### src/logic/nsr_pkg.sv
package nsr_pkg;

	// ---------------------------------------------------------------
	// timing
	// ---------------------------------------------------------------
	localparam int CLK_MHZ     = 20;
	localparam int T_STROBE_NS = 50;
	localparam int T_WB_NS     = 100;
	localparam int T_CCS_NS    = 70;
	localparam int STROBE_CYC  = (T_STROBE_NS * CLK_MHZ + 999) / 1000;
	localparam int WB_CYC      = (T_WB_NS * CLK_MHZ + 999) / 1000;
	localparam int CCS_CYC     = (T_CCS_NS * CLK_MHZ + 999) / 1000;

	// ---------------------------------------------------------------
	// device commands
	// ---------------------------------------------------------------
	localparam logic [7:0] CMD_READ_MODE  = 8'h00;
	localparam logic [7:0] CMD_COLCHG     = 8'h05;
	localparam logic [7:0] CMD_COLCHG_END = 8'he0;
	localparam logic [7:0] CMD_STATUS     = 8'h70;
	localparam logic [7:0] CMD_STATUS_ENH = 8'h78;
	localparam logic [7:0] CMD_PARAM      = 8'hec;
	localparam logic [7:0] CMD_UID        = 8'hed;
	localparam logic [7:0] ADDR_ZERO      = 8'h00;

	localparam logic [1:0] ENH_ROW_CYC = 2'h3;
	localparam logic [1:0] COL_CYC     = 2'h2;
	localparam logic [1:0] ONE_CYC     = 2'h1;

	// ---------------------------------------------------------------
	// user operations
	// ---------------------------------------------------------------
	typedef enum logic [2:0] {
		OP_STATUS     = 3'h0,
		OP_STATUS_ENH = 3'h1,
		OP_PARAM      = 3'h2,
		OP_UID        = 3'h3,
		OP_COLCHG     = 3'h4,
		OP_READ_MODE  = 3'h5
	} nsr_op_t;

	typedef enum logic [6:0] {
		S_IDLE   = 7'h01,
		S_CMD1   = 7'h02,
		S_ADDR   = 7'h04,
		S_CMD2   = 7'h08,
		S_WAITT  = 7'h10,
		S_WAITRB = 7'h20,
		S_READ   = 7'h40
	} nsr_state_t;

	// ---------------------------------------------------------------
	// status word fields
	// ---------------------------------------------------------------
	localparam int         SB_FAIL      = 0;
	localparam int         SB_PERR      = 1;
	localparam int         SB_RDY_A     = 5;
	localparam int         SB_RDY_B     = 6;
	localparam int         SB_WP_N      = 7;
	localparam logic [7:0] SB_ZERO_MASK = 8'h1c;

	// ---------------------------------------------------------------
	// parameter page fields checked, lsb first, offset within a copy
	// ---------------------------------------------------------------
	localparam int PP_N = 19;
	localparam logic [7:0] PP_OFS [PP_N] = '{
		8'h54, 8'h55, 8'h56, 8'h57, 8'h58, 8'h59, 8'h64, 8'h67, 8'h68, 8'h6b,
		8'h71, 8'h85, 8'h86, 8'h87, 8'h88, 8'h89, 8'h8a, 8'h8b, 8'h8c};
	localparam logic [7:0] PP_VAL [PP_N] = '{
		8'h40, 8'h00, 8'h00, 8'h02, 8'h00, 8'h00, 8'h02, 8'h50, 8'h00, 8'h01,
		8'h01, 8'hbc, 8'h02, 8'h10, 8'h27, 8'h19, 8'h00, 8'h46, 8'h00};

	// ---------------------------------------------------------------
	// unique id layout
	// ---------------------------------------------------------------
	localparam int         UID_LEN     = 16;
	localparam logic [4:0] UID_PAIR_LAST = 5'h1f;

endpackage : nsr_pkg

### src/logic/nsr_tick.sv
module nsr_tick
	import nsr_pkg::*;
#(
	parameter int DIV = STROBE_CYC
) (
	input  wire logic mclk_i,    // system clock
	input  wire logic reset_n_i, // async reset, active low
	output logic      tick_o     // one-cycle enable every DIV cycles
);

	logic [15:0] cnt_r;

	always_ff @(posedge mclk_i or negedge reset_n_i) begin
		if (!reset_n_i) begin
			cnt_r  <= 16'h0;
			tick_o <= 1'b0;
		end else if (cnt_r == 16'(DIV - 1)) begin
			cnt_r  <= 16'h0;
			tick_o <= 1'b1;
		end else begin
			cnt_r  <= cnt_r + 16'h1;
			tick_o <= 1'b0;
		end
	end

endmodule // nsr_tick

### src/logic/nsr_host.sv
// Operation
// [RL1] spare bytes per page at 84-85 read 40h,00h
// [RL2] partial page data bytes 86-89 are 00h,02h,00h,00h; spare at 90-91
// [RL3] pages per block 92-95, blocks per unit 96-99, two units at 100
// [RL4] bad block max 103-104 is 50h,00h; one good block at 107
// [RL5] byte 113 reports one plane address bit, 01h
// [RL6] program time BCh,02h at 133-134; erase time 10h,27h at 135-136
// [RL7] random read 19h,00h at 137-138; column change setup 46h,00h at 139-140
// [RL8] parameter bytes repeat every 256 bytes
// [RL9] wide devices carry the defined value on the low byte lanes
// [RL10] 8-bit status word readable while busy, selected by 70h
// [RL11] after 70h each read returns status on data lines 7:0
// [RL12] status mode holds until next command; 00h restarts array output at column zero
// [RL13] status bit 0 flags program or erase failure
// [RL14] status bit 1 flags program error
// [RL15] status bits 5 and 6 read one when ready
// [RL16] status bit 7 reads one when not write protected
// [RL17] 78h returns status of the addressed plane even when busy
// [RL18] 78h takes three row cycles; status mode holds until next command
// [RL19] enhanced ready bits shared, result bits per addressed plane
// [RL20] after enhanced status issue 00h before array reads
// [RL21] never issue 78h while the one-time-programmable mode is on
// [RL22] unique id page: 16 code bytes then complement, sixteen times
// [RL23] accept a uid copy only if code xor complement is all ones
// [RL24] column change 05h-E0h allowed during parameter page output
// [RL25] status bits 2-4 read zero; multi-byte fields lsb first
module nsr_host
	import nsr_pkg::*;
#(
	parameter int IO_W = 8
) (
	input  wire logic            mclk_i,         // system clock
	input  wire logic            reset_n_i,      // async reset, active low
	input  wire logic            req_valid_i,    // request strobe
	input  wire logic [2:0]      req_op_i,       // operation code
	input  wire logic [23:0]     req_row_i,      // row address for enhanced status
	input  wire logic [15:0]     req_col_i,      // column for column change
	input  wire logic [15:0]     req_len_i,      // bytes to read
	input  wire logic            otp_mode_i,     // otp mode active
	output logic                 req_ready_o,    // idle, takes a request
	output logic                 req_refused_o,  // request dropped
	output logic [7:0]           rd_data_o,      // byte read
	output logic                 rd_valid_o,     // byte strobe
	output logic [15:0]          rd_index_o,     // byte column
	output logic                 done_o,         // operation finished
	output logic [7:0]           status_o,       // last status word
	output logic                 dev_ready_o,    // both ready bits set
	output logic                 op_fail_o,      // program or erase failed
	output logic                 prog_err_o,     // program error
	output logic                 wp_off_o,       // not write protected
	output logic                 status_odd_o,   // zero bits not zero
	output logic                 param_ok_o,     // checked fields matched
	output logic                 uid_ok_o,       // uid copy accepted
	output logic [127:0]         uid_code_o,     // accepted uid
	output logic                 ce_n_o,         // chip select, low active
	output logic                 cle_o,          // command latch
	output logic                 ale_o,          // address latch
	output logic                 we_n_o,         // write strobe, low active
	output logic                 read_strobe_n_o, // read strobe, low active
	output logic                 wp_n_o,         // write protect, low active
	input  wire logic [IO_W-1:0] io_i,           // data in
	output logic [IO_W-1:0]      io_o,           // data out
	output logic                 io_oe_n_o,      // low while driving io
	input  wire logic            ready_busy_n_i  // device ready
);

	nsr_state_t  st_r;
	nsr_op_t     op_r;
	logic        tick;
	logic        ph_r;
	logic [1:0]  addr_n_r;
	logic [1:0]  addr_i_r;
	logic [23:0] row_r;
	logic [15:0] col_r;
	logic [15:0] left_r;
	logic [15:0] idx_r;
	logic [7:0]  wait_r;
	logic        rd_first_r;
	logic        status_mode_r;
	logic        param_mode_r;
	logic [7:0]  abyte;

	nsr_tick #(.DIV(STROBE_CYC)) u_tick (
		.mclk_i    (mclk_i),
		.reset_n_i (reset_n_i),
		.tick_o    (tick)
	);

	// lsb first for every multi-byte address
	always_comb begin
		case (op_r)
			OP_STATUS_ENH: abyte = row_r[{addr_i_r, 3'h0} +: 8]; // [RL18]
			OP_COLCHG:     abyte = col_r[{addr_i_r[0], 3'h0} +: 8];
			default:       abyte = ADDR_ZERO;
		endcase
	end

	// ---------------------------------------------------------------
	// sequencer
	// ---------------------------------------------------------------
	always_ff @(posedge mclk_i or negedge reset_n_i) begin
		if (!reset_n_i) begin
			st_r <= S_IDLE; op_r <= OP_STATUS; ph_r <= 1'b0;
			addr_n_r <= 2'h0; addr_i_r <= 2'h0; row_r <= 24'h0; col_r <= 16'h0;
			left_r <= 16'h0; idx_r <= 16'h0; wait_r <= 8'h0; rd_first_r <= 1'b0;
			status_mode_r <= 1'b0; param_mode_r <= 1'b0;
			req_ready_o <= 1'b0; req_refused_o <= 1'b0; done_o <= 1'b0;
			rd_valid_o <= 1'b0; rd_data_o <= 8'h0; rd_index_o <= 16'h0;
			ce_n_o <= 1'b1; cle_o <= 1'b0; ale_o <= 1'b0; we_n_o <= 1'b1;
			read_strobe_n_o <= 1'b1; io_o <= '0; io_oe_n_o <= 1'b1;
		end else begin
			req_refused_o <= 1'b0;
			done_o        <= 1'b0;
			rd_valid_o    <= 1'b0;
			case (st_r)
				S_IDLE: begin
					req_ready_o <= 1'b1;
					if (req_valid_i) begin
						if ((nsr_op_t'(req_op_i) == OP_STATUS_ENH && otp_mode_i) || // [RL21]
							(nsr_op_t'(req_op_i) == OP_COLCHG && status_mode_r)) begin // [RL20]
							req_refused_o <= 1'b1;
						end else begin
							op_r <= nsr_op_t'(req_op_i);
							row_r <= req_row_i; col_r <= req_col_i;
							left_r <= req_len_i; addr_i_r <= 2'h0; ph_r <= 1'b0;
							req_ready_o <= 1'b0; ce_n_o <= 1'b0;
							st_r <= S_CMD1;
							case (nsr_op_t'(req_op_i))
								OP_STATUS, OP_READ_MODE: addr_n_r <= 2'h0;
								OP_STATUS_ENH:           addr_n_r <= ENH_ROW_CYC; // [RL18]
								OP_COLCHG:               addr_n_r <= COL_CYC;
								default:                 addr_n_r <= ONE_CYC;
							endcase
						end
					end
				end
				S_CMD1, S_ADDR, S_CMD2: if (tick) begin
					if (!ph_r) begin
						ph_r <= 1'b1; we_n_o <= 1'b0; io_oe_n_o <= 1'b0;
						cle_o <= (st_r != S_ADDR); ale_o <= (st_r == S_ADDR);
						if (st_r == S_CMD2) io_o <= IO_W'(CMD_COLCHG_END); // [RL24]
						else if (st_r == S_ADDR) io_o <= IO_W'(abyte);
						else case (op_r)
							OP_STATUS:     io_o <= IO_W'(CMD_STATUS); // [RL10]
							OP_STATUS_ENH: io_o <= IO_W'(CMD_STATUS_ENH); // [RL17]
							OP_PARAM:      io_o <= IO_W'(CMD_PARAM);
							OP_UID:        io_o <= IO_W'(CMD_UID);
							OP_COLCHG:     io_o <= IO_W'(CMD_COLCHG);
							default:       io_o <= IO_W'(CMD_READ_MODE); // [RL12]
						endcase
					end else begin
						// latches held past the rising write strobe, where the device samples them
						ph_r <= 1'b0; we_n_o <= 1'b1;
						if (st_r == S_CMD1) begin
							// any new command other than 70h or 78h leaves status mode
							status_mode_r <= (op_r == OP_STATUS || op_r == OP_STATUS_ENH); // [RL12] [RL18]
							param_mode_r  <= (op_r == OP_PARAM) || (op_r == OP_COLCHG && param_mode_r); // [RL24]
						end
						if (st_r == S_CMD1 && addr_n_r != 2'h0) st_r <= S_ADDR;
						else if (st_r == S_ADDR && addr_i_r + 2'h1 != addr_n_r) addr_i_r <= addr_i_r + 2'h1;
						else if (st_r == S_ADDR && op_r == OP_COLCHG) st_r <= S_CMD2;
						else begin
							st_r <= S_WAITT; io_oe_n_o <= 1'b1;
							// busy flag not valid until tWB has passed
							wait_r <= (op_r == OP_PARAM || op_r == OP_UID) ? 8'(WB_CYC) : 8'(CCS_CYC); // [RL7]
						end
					end
				end
				S_WAITT: begin
					cle_o <= 1'b0; ale_o <= 1'b0;
					if (wait_r > 8'h1) wait_r <= wait_r - 8'h1;
					else st_r <= (op_r == OP_PARAM || op_r == OP_UID) ? S_WAITRB : S_READ;
					idx_r <= (op_r == OP_COLCHG) ? col_r : 16'h0; // [RL12]
					rd_first_r <= 1'b1;
					if (op_r == OP_STATUS || op_r == OP_STATUS_ENH) left_r <= 16'h1;
				end
				S_WAITRB: if (ready_busy_n_i) st_r <= S_READ;
				S_READ: if (tick) begin
					if (left_r == 16'h0) begin
						st_r <= S_IDLE; ce_n_o <= 1'b1; done_o <= 1'b1;
					end else if (!ph_r) begin
						ph_r <= 1'b1; read_strobe_n_o <= 1'b0;
					end else begin
						// only the low lanes carry defined data on wide parts
						ph_r <= 1'b0; read_strobe_n_o <= 1'b1; // [RL9]
						rd_data_o <= io_i[7:0]; // [RL11]
						rd_valid_o <= 1'b1; rd_index_o <= idx_r; rd_first_r <= 1'b0;
						idx_r <= idx_r + 16'h1; left_r <= left_r - 16'h1;
					end
				end
				default: st_r <= S_IDLE;
			endcase
		end
	end

	// ---------------------------------------------------------------
	// status word decode
	// ---------------------------------------------------------------
	always_ff @(posedge mclk_i or negedge reset_n_i) begin
		if (!reset_n_i) begin
			status_o <= 8'h0; dev_ready_o <= 1'b0; op_fail_o <= 1'b0;
			prog_err_o <= 1'b0; wp_off_o <= 1'b0; status_odd_o <= 1'b0;
		end else if (rd_valid_o && (op_r == OP_STATUS || op_r == OP_STATUS_ENH)) begin
			status_o     <= rd_data_o;
			dev_ready_o  <= rd_data_o[SB_RDY_A] & rd_data_o[SB_RDY_B]; // [RL15] [RL19]
			op_fail_o    <= rd_data_o[SB_FAIL]; // [RL13]
			prog_err_o   <= rd_data_o[SB_PERR]; // [RL14]
			wp_off_o     <= rd_data_o[SB_WP_N]; // [RL16]
			status_odd_o <= |(rd_data_o & SB_ZERO_MASK); // [RL25]
		end
	end

	// ---------------------------------------------------------------
	// parameter page field check, same offsets in every copy
	// ---------------------------------------------------------------
	always_ff @(posedge mclk_i or negedge reset_n_i) begin
		if (!reset_n_i) begin
			param_ok_o <= 1'b0;
		end else if (st_r == S_CMD1 && op_r == OP_PARAM) begin
			param_ok_o <= 1'b1;
		end else if (rd_valid_o && param_mode_r) begin
			for (int k = 0; k < PP_N; k++)
				if (rd_index_o[7:0] == PP_OFS[k] && rd_data_o != PP_VAL[k]) // [RL1] [RL2] [RL3] [RL4] [RL5] [RL6] [RL7] [RL8]
					param_ok_o <= 1'b0;
		end
	end

	// ---------------------------------------------------------------
	// unique id: first clean copy wins, later copies ignored
	// ---------------------------------------------------------------
	logic [7:0] uid_mem [UID_LEN];
	logic       uid_good_r;

	always_ff @(posedge mclk_i or negedge reset_n_i) begin
		if (!reset_n_i) begin
			uid_good_r <= 1'b0; uid_ok_o <= 1'b0; uid_code_o <= 128'h0;
			for (int k = 0; k < UID_LEN; k++) uid_mem[k] <= 8'h0;
		end else if (st_r == S_CMD1 && op_r == OP_UID) begin
			uid_ok_o <= 1'b0;
		end else if (rd_valid_o && op_r == OP_UID && !uid_ok_o) begin
			if (!rd_index_o[4]) begin
				uid_mem[rd_index_o[3:0]] <= rd_data_o; // [RL22]
				if (rd_index_o[3:0] == 4'h0) uid_good_r <= 1'b1;
			end else begin
				if ((uid_mem[rd_index_o[3:0]] ^ rd_data_o) != 8'hff) uid_good_r <= 1'b0; // [RL23]
				if (rd_index_o[4:0] == UID_PAIR_LAST && uid_good_r &&
					(uid_mem[rd_index_o[3:0]] ^ rd_data_o) == 8'hff) begin
					uid_ok_o <= 1'b1; // [RL23]
					for (int k = 0; k < UID_LEN; k++) uid_code_o[8*k +: 8] <= uid_mem[k];
				end
			end
		end
	end

	always_ff @(posedge mclk_i or negedge reset_n_i) begin
		if (!reset_n_i) wp_n_o <= 1'b0;
		else wp_n_o <= 1'b1;
	end

	// ---------------------------------------------------------------
	// checks
	// ---------------------------------------------------------------
	otp_refuse_a: assert property (@(posedge mclk_i) disable iff (!reset_n_i) // [RL21]
		(st_r == S_IDLE && req_valid_i && nsr_op_t'(req_op_i) == OP_STATUS_ENH && otp_mode_i)
		|=> req_refused_o && st_r == S_IDLE) else $error("enhanced status issued in otp mode");
	enh_rows_a: assert property (@(posedge mclk_i) disable iff (!reset_n_i) // [RL18]
		($past(st_r) == S_ADDR && st_r == S_WAITT && op_r == OP_STATUS_ENH) |->
		$past(addr_i_r) + 2'h1 == ENH_ROW_CYC)
		else $error("enhanced status without three row cycles");
	status_hold_a: assert property (@(posedge mclk_i) disable iff (!reset_n_i) // [RL12]
		(done_o && (op_r == OP_STATUS || op_r == OP_STATUS_ENH)) |-> status_mode_r)
		else $error("status mode lost before next command");
	arr_after_enh_a: assert property (@(posedge mclk_i) disable iff (!reset_n_i) // [RL20]
		(st_r == S_IDLE && req_valid_i && nsr_op_t'(req_op_i) == OP_COLCHG && status_mode_r)
		|=> req_refused_o) else $error("array read without 00h after status");
	restart_col_a: assert property (@(posedge mclk_i) disable iff (!reset_n_i) // [RL12]
		(rd_valid_o && op_r == OP_READ_MODE && $past(rd_first_r)) |-> rd_index_o == 16'h0)
		else $error("read mode did not restart at column zero");
	uid_pair_a: assert property (@(posedge mclk_i) disable iff (!reset_n_i) // [RL23]
		$rose(uid_ok_o) |-> $past(rd_index_o[4:0]) == UID_PAIR_LAST && $past(rd_valid_o))
		else $error("uid accepted before a full pair");
	bus_turn_a: assert property (@(posedge mclk_i) disable iff (!reset_n_i)
		!read_strobe_n_o |-> io_oe_n_o && we_n_o) else $error("host drives io while reading");
	ce_hold_a: assert property (@(posedge mclk_i) disable iff (!reset_n_i)
		(st_r != S_IDLE && $past(st_r) != S_IDLE) |-> !ce_n_o) else $error("chip select dropped mid sequence");

	status_done_c: cover property (@(posedge mclk_i) disable iff (!reset_n_i) done_o && op_r == OP_STATUS);
	enh_done_c:    cover property (@(posedge mclk_i) disable iff (!reset_n_i) done_o && op_r == OP_STATUS_ENH);
	param_done_c:  cover property (@(posedge mclk_i) disable iff (!reset_n_i) done_o && op_r == OP_PARAM && param_ok_o);
	uid_ok_c:      cover property (@(posedge mclk_i) disable iff (!reset_n_i) $rose(uid_ok_o));

endmodule // nsr_host

### config.mk
export PLATFORM = sky130hd
export DESIGN_NAME = nsr_host
export DESIGN_NICKNAME = d
export VERILOG_FILES = /design/src/logic/nsr_pkg.sv /design/src/logic/nsr_tick.sv /design/src/logic/nsr_host.sv
export SDC_FILE = /design/constraint.sdc
export NUM_CORES = 1
export LEC_CHECK = 0
export BUFFER_PORTS_ARGS = -buffer_cell sky130_fd_sc_hd__buf_2
export CAP_MARGIN = 30
export CORE_ASPECT_RATIO = 0.5
export CORE_UTILIZATION = 31
export CTS_CLUSTER_DIAMETER = 100
export CTS_CLUSTER_SIZE = 12
export DETAILED_ROUTE_END_ITERATION = 8
export GPL_TIMING_DRIVEN = 0
export PLACE_DENSITY = 0.49
export SYNTH_ARGS = -nofsm -noshare
export SYNTH_HDL_FRONTEND = slang
export SYNTH_SLANG_ARGS = --single-unit
export TNS_END_PERCENT = 1
### constraint.sdc
create_clock -name mclk_i -period 8.2 [get_ports mclk_i]
set_input_delay 0.41 -clock mclk_i [delete_from_list [all_inputs] [get_ports mclk_i]]
set_output_delay 0.41 -clock mclk_i [all_outputs]
set_load 0.03 [all_outputs]
# [Yosys cells after proc, flatten, opt, wreduce, memory -nomap -nowiden]
# Cells that the tools add are included.
[classes] bitwise_logic=8 reduce_logical=81 n_div=0 shifts=2 multipliers=0 n_mux=111 eq_ne=69 addsub=5 magnitude_cmp=3
[op_table] operator="two-way mux 16 bit" count=11
[op_table] operator="bitwise mux 128 bit" count=1
[op_table] operator="== test 8 x 7 -> 1 bit, second input constant" count=11
[op_table] operator="two-way mux 8 bit" count=11
[op_table] operator="two-way mux 7 bit" count=11
[op_table] operator="== test 8 bit, second input constant" count=9
[op_table] operator="two-way mux 1 bit" count=56
[op_table] operator="case mux 16 bit (3 select lines)" count=1
[op_table] operator="case mux 8 bit (5 select lines)" count=1
[op_table] operator="inequality test 2 bit, second input constant" count=18
[op_table] operator="case mux 7 bit (5 select lines)" count=1
[op_table] operator="logical AND 1 bit" count=34
[op_table] operator="adder 16 x 1 -> 16 bit, second input constant" count=2
[op_table] operator="binary-select mux 8 bit (select 4 bit)" count=1
[op_table] operator="demux 8 bit (select 4 bit)" count=1
[op_table] operator="zero test 16 bit" count=2
[op_table] operator="case mux 16 bit (2 select lines)" count=1
[op_table] operator="case mux 8 bit (2 select lines)" count=2
[op_table] operator="inequality test 8 x 7 -> 1 bit, second input constant" count=3
[op_table] operator="indexed part select 24 x 6 -> 8 bit" count=1
[op_table] operator="AND reduction 7 bit" count=3
[op_table] operator="AND reduction 4 bit" count=5
[op_table] operator="nonzero test 2 bit" count=10
[op_table] operator="nonzero test 20 bit" count=1
[op_table] operator="other kinds (50)" count=82
[totals] memories=0 output_inout_bits=186 ram_bits=0 romBits=0 latch_bits=0 regBits=429

# [Depth between registers and ports, before layout]
[logic_depth] ltp_word=23 depth_mapped=12

# [By module]
# A second synthesis with hierarchy kept.
[unflattened] hier_cells=1572 area_unflattened_um2=19605.1
[modules_own_cells] module="nsr_host" area_per_inst_um2=18780.5 n_inst=1 cells_each=1503 seq_area_each_um2=10241.1
[modules_own_cells] module="nsr_tick" area_per_inst_um2=824.5 n_inst=1 cells_each=69 seq_area_each_um2=425.4

# [Least setup slack after synthesis]
# Ideal clock, no wire load.
[synth_path] kind="register to register" startpoint="reg rd_index_o[0]" endpoint="reg uid_code_o[10]" n_path_buf=3 arrival_ns=2.686 synth_period_minus_slack_ns=2.811 setup_ns=0.125 path_stages_with_launch=11 setup_slack_ns=5.389 path_cell_list="dfrtp_1 > buf_4 > mux4_2 > xnor2_1 > nor4_1 > o21ai_0 > a21oi_1 > nand3_2 > buf_4 > buf_6 > mux2_4"
[synth_between] elab_chain_len=8 word_cells_on_any_way=10 cone_classes="eq/ne (2); mux (3); bitwise (2); reduce/logical (3)"
[synth_lines] item="start: declaration" line_no="nsr_host.sv:44" source="output logic [15:0] rd_index_o,"
[synth_lines] item="start signal: assignment" line_no="nsr_host.sv:108" source="rd_valid_o <= 1'b0; rd_data_o <= 8'h0; rd_index_o <= 16'h0;"
[synth_lines] item="start signal: assignment" line_no="nsr_host.sv:187" source="rd_valid_o <= 1'b1; rd_index_o <= idx_r; rd_first_r <= 1'b0;"
[synth_lines] item="inverter 4 -> 5 bit (not written as such)" line_no="nsr_host.sv:247" source="(uid_mem[rd_index_o[3:0]] ^ rd_data_o) == 8'hff) begin"
[synth_lines] item="binary-select mux 8 bit (select 4 bit)" line_no="nsr_host.sv:247"
[synth_lines] item="two-way mux 8 bit (not written as such) (2 in series)" line_no="nsr_host.sv:247"
[synth_lines] item="XOR 8 bit" line_no="nsr_host.sv:247"
[synth_lines] item="== test 8 bit" line_no="nsr_host.sv:247"
[synth_lines] item="logical AND 1 bit (*)" line_no="nsr_host.sv:246" source="if (rd_index_o[4:0] == UID_PAIR_LAST && uid_good_r &&"
[synth_lines] item="AND reduction 4 bit (no line) (*)"
[synth_lines] item="end signal: assignment" line_no="nsr_host.sv:236" source="uid_good_r <= 1'b0; uid_ok_o <= 1'b0; uid_code_o <= 128'h0;"
[synth_lines] item="end: declaration" line_no="nsr_host.sv:54" source="output logic [127:0] uid_code_o,"
# Mark *: on every way between the ends. The rest lies on a longest branch, timed or not. The select of a mux whose other input is x is not followed.
# A chain may end at the register's enable or synchronous reset.

# [Final worst setup path]
[layout_path] startpoint="reg op_r[2]" endpoint="reg uid_mem[126] (netlist bit)"
[layout_between] elab_chain_len=4 word_cells_on_any_way=6 cone_classes="eq/ne (1); bitwise (1); reduce/logical (4)"
[layout_lines] item="start: declaration" line_no="nsr_host.sv:68" source="nsr_op_t op_r;"
[layout_lines] item="start signal: assignment" line_no="nsr_host.sv:123" source="op_r <= nsr_op_t'(req_op_i);"
[layout_lines] item="== test 3 x 2 -> 1 bit (*)" line_no="nsr_host.sv:238, nsr_host.sv:240"
[layout_lines] item="logical AND 1 bit, on equally long branches" line_no="nsr_host.sv:240, nsr_host.sv:238"
[layout_lines] item="logical AND 1 bit / inverter 1 bit (equally long branches)"
[layout_lines] item="AND reduction 3 bit (no line) (*)"
[layout_lines] item="end signal: indexed assignment" line_no="nsr_host.sv:242" source="uid_mem[rd_index_o[3:0]] <= rd_data_o;"
[layout_lines] item="end: declaration" line_no="nsr_host.sv:231" source="logic [7:0] uid_mem [UID_LEN];"
# Mark *: on every way between the ends. The rest lies on a longest branch, timed or not.

==> key figures <==
Power and ir drop
  – Leak: 11.45 nW
  – Switch Pwr: 1.968 mW
  – Gate power share: 0.245
  – PwrDens: 246.6 nW/um^2
  – Switching Fraction: 0.3401
  – VDD IR max: 141.7 uV
  – Clk pwr share: 0.303
  – Seq pwr share: 0.452
  – P_int: 3.817 mW
  – Power Total: 5.784 mW

Global routing
  – Global-route wire length before repair: 90.54 mm
  – GRT Overall Usage: 0.1831
  – Grt total ovfl: 0
  – Vias in the first global route: 14194
  – Largest net degree at the start of global routing: 118
  – Initial antenna violation count: 2

Floorplan
  – Die Y: 181.1 um
  – Die Wd: 360.3 um
  – Core area: 63270 um^2
  – Starting density of the core: 0.3144
  – Num rows: 65
  – I/O pin cnt: 258
  – DIE AREA: 65250 um^2

Cells and area
  – Fill count: 6227
  – Layout cells sized above 1: 0.3852
  – Cell area after layout: 23460 um^2
  – Reg area: 10670 um^2
  – Commonest cells after routing, fill and taps aside: dfrtp_1 (421), buf_2 (268), mux2_2 (231), mux2_4 (109), nor2_1 (92)
  – Layout overhead on the synthesized area: 17.92%
  – Finished Core Util: 0.3708
  – Final net count: 1927
  – Multi-input combinational cell area: 8642 um^2
  – Commonest non-fill, non-tap cell in the layout: dfrtp_1

Yosys
  – Cells after synthesis: 1544
  – Ys flop type: dfrtp_1
  – Leading area contributor after synthesis: dfrtp_1
  – Distinct cells, synth: 78
  – Synth Register Bits: 426
  – Syn_nets: 1622
  – Largest cells by area after synthesis: dfrtp_1 (53%), mux2_2 (13%), mux2_4 (8.2%)
  – Avg Synthesized Cell Area: 12.88 um^2
  – Mapped Area: 19890 um^2
  – Post-synthesis sequential area ratio: 0.5362
  – Post-synth EDFFs: 0
  – Post-synth top area share: 0.5296
  – Warnings from Yosys: 0
  – Ys async rst share: 1.000

Clocking
  – TritonCTS buffer count: 41
  – Clk sinks: 426
  – CTS Buffer Depth: 3
  – H-tree levels: 2
  – Root buffer cell: clkbuf_16
  – CTS resizes: 0
  – Worst-path clk slew: 0.07 ns
  – CTS tree: done
  – Clk_lat worst skew: 0.58 ns

Worst hold path
  – Hold wc startpoint: ready_busy_n_i
  – Worst Hold Path Cells: 2
  – WHS Endpoint: st_r[5]$_DFFE_PN0P_
  – Hold Crit Class: in2reg

Routing
  – Wire per inst: 22.26 um
  – Routed Antenna Nets: 0
  – DRC: 0
  – Final WL: 60.14 mm
  – Avg Vias per Cell: 5.026
  – Vias: 13581
  – Drt initial violations: 712
  – First-pass DRT Iterations: 5

Worst setup path
  – R2R Setup Slk: 4.58 ns
  – Startpoint types: register
  – Worst R2R End: uid_mem[126]$_DFFE_PN0P_
  – Crit end category: register
  – Crit Path Class: reg2reg
  – Worst R2R Start: op_r[2]$_DFFE_PN0P_
  – Crit path DAT: 4.06 ns
  – Max Fanout on Critical Path: 10
  – CP Data Required Time: 8.64 ns
  – R2R depth: 8

Placement
  – Gpl congestion: 0.8281
  – IO Port Bufs: 257
  – Cell Area, Placed: 22320 um^2
  – DP HPWL: 42.81 mm

Job
  – Maximum capacitance violations: 0

Timing
  – Fin crit share: 0.4411
  – RSZ-0062 raised after global routing: false
  – Slew of the pin with the lowest slew margin: 1.006 ns
  – Headroom to the max-slew limit: 0.3280
  – Hold_ws: 0.04020 ns
  – Final slew viol count: 0
  – Final critical path time including I/O delays and setup: 3.617 ns
  – Final setup viols: 0
  – Final Skew: 0.02912 ns
  – Final hold violations: 0
  – FMAX: 0.2765 GHz
  – Setup TNS: 0 ns

Outcome
  – Status: finished, final reports clean
-- stage by stage --
stage	cells	setup WS [ns]
2_1_floorplan	1544	5.389
3_3_place_gp	2638	-2.484
3_5_place_dp	2641	4.710
4_1_cts	2700	4.685
5_1_grt	2701	4.371
6_report	2702	4.583
-- sequential cells by signal (all words and copies together) (netlist names), 2 cells and up --
signal        flops
uid_code_o      128
uid_mem         128
row_r            24
col_r            16
idx_r            16
left_r           16
rd_index_o       16
u_tick.cnt_r     16
io_o              8
rd_data_o         8
status_o          8
wait_r            8
st_r              7
op_r              3
addr_i_r          2
addr_n_r          2
-- kinds of logic (layout without fill, tap and decap cells) --
| family | after synthesis | after routing | share of synthesized area |
|---|---|---|---|
| flops | 426 | 426 | 0.5362 |
| simple gates | 317 | 317 | 0.08013 |
| mux | 404 | 404 | 0.2540 |
| buf+inv | 113 | 433 | 0.02943 |
| fa+ha+maj | 6 | 6 | 0.003773 |
| xor+xnor | 48 | 48 | 0.02113 |
| compound gates | 229 | 229 | 0.07516 |
| other cells | 1 | 2 | 0.0001885 |
-- worst max-delay path, cell delays in order (launching register included) --
cell and delay (ns):
dfrtp_1 0.39, clkbuf_1 0.21, nor2b_1 0.32, nand2_1 0.19
nor4b_1 0.79, nand2b_1 0.30, nor3_1 0.39, nand2_1 0.48
mux2_2 0.42
-- how the worst max path moves through the flow --
stage                     slack (ns)                          to  depth (start not counted)                      start
after CTS                       4.69    uid_mem[126]$_DFFE_PN0P_                          8        op_r[2]$_DFFE_PN0P_
after floorplan                 5.39  uid_code_o[10]$_DFFE_PN0P_                         10  rd_index_o[0]$_DFFE_PN0P_
after global routing            4.37    uid_mem[122]$_DFFE_PN0P_                          8        op_r[2]$_DFFE_PN0P_
after detailed placement        4.71    uid_mem[121]$_DFFE_PN0P_                          8        op_r[2]$_DFFE_PN0P_
final                           4.58    uid_mem[126]$_DFFE_PN0P_                          8        op_r[2]$_DFFE_PN0P_
after global placement         -2.48       left_r[7]$_DFFE_PN0P_                          1                  reset_n_i
-- synthesized netlist by cell type (all sizes together) (4+ instances only) --
library cell,instances
nand4b,4
dfstp,5
and2,4
nor2,93
buf,39
nand3,33
nand2,71
a221oi,11
a32oi,4
o211ai,4
or4,5
mux2,340
mux4,14
o22ai,8
a21oi,59
inv,16
a22oi,4
mux2i,50
nand4,7
clkbuf,58
a41oi,4
a22o,9
o22a,7
nand3b,6
nor3,25
nor4,16
o21ai,71
dfrtp,421
a21o,4
and3,11
nand2b,10
a31oi,16
o31ai,7
xnor2,35
nor2b,12
nor3b,5
xor2,13
ha,6
-- cell type report --
class	count	area share
clock inverters	4	0.001973
plain buffers	97	0.02240
flip-flops and latches	426	0.4547
repair buffers	262	0.05942
well taps	837	0.04464
diodes	1	0.0001067
multi-input cells	1005	0.3684
clock buffers	54	0.04582
inverters	16	0.002560
-- power groups by stage --
stage / clock network (mW) / logic (mW) / registers, mW
2_1_floorplan: 0 / 0.879 / 2.65
4_1_cts: 1.81 / 1.44 / 2.61
3_5_place_dp: 0 / 1.43 / 2.65
3_3_place_gp: 0 / 1.41 / 2.65
6_report: 1.75 / 1.42 / 2.61
5_1_grt: 1.89 / 1.56 / 2.65
-- routing by layer --
layer,wire (um),up-vias,part of all wire,track usage
met1,26550,7000,0.44,0.2425
met4,1269,2,0.021,0.04581
li1,-,6219,-,-
met3,2503,80,0.042,0.02819
met2,29800,280,0.50,0.3126
met5,11,-,0.00018,0
-- what timing repair did --
action | in CTS | in global routing
buffers inserted | 0 | 0
endpoints found under the hold margin | 96 | 0
hold buffers | 1 | 0
No activity file was read; power rests on OpenSTA's default activity.
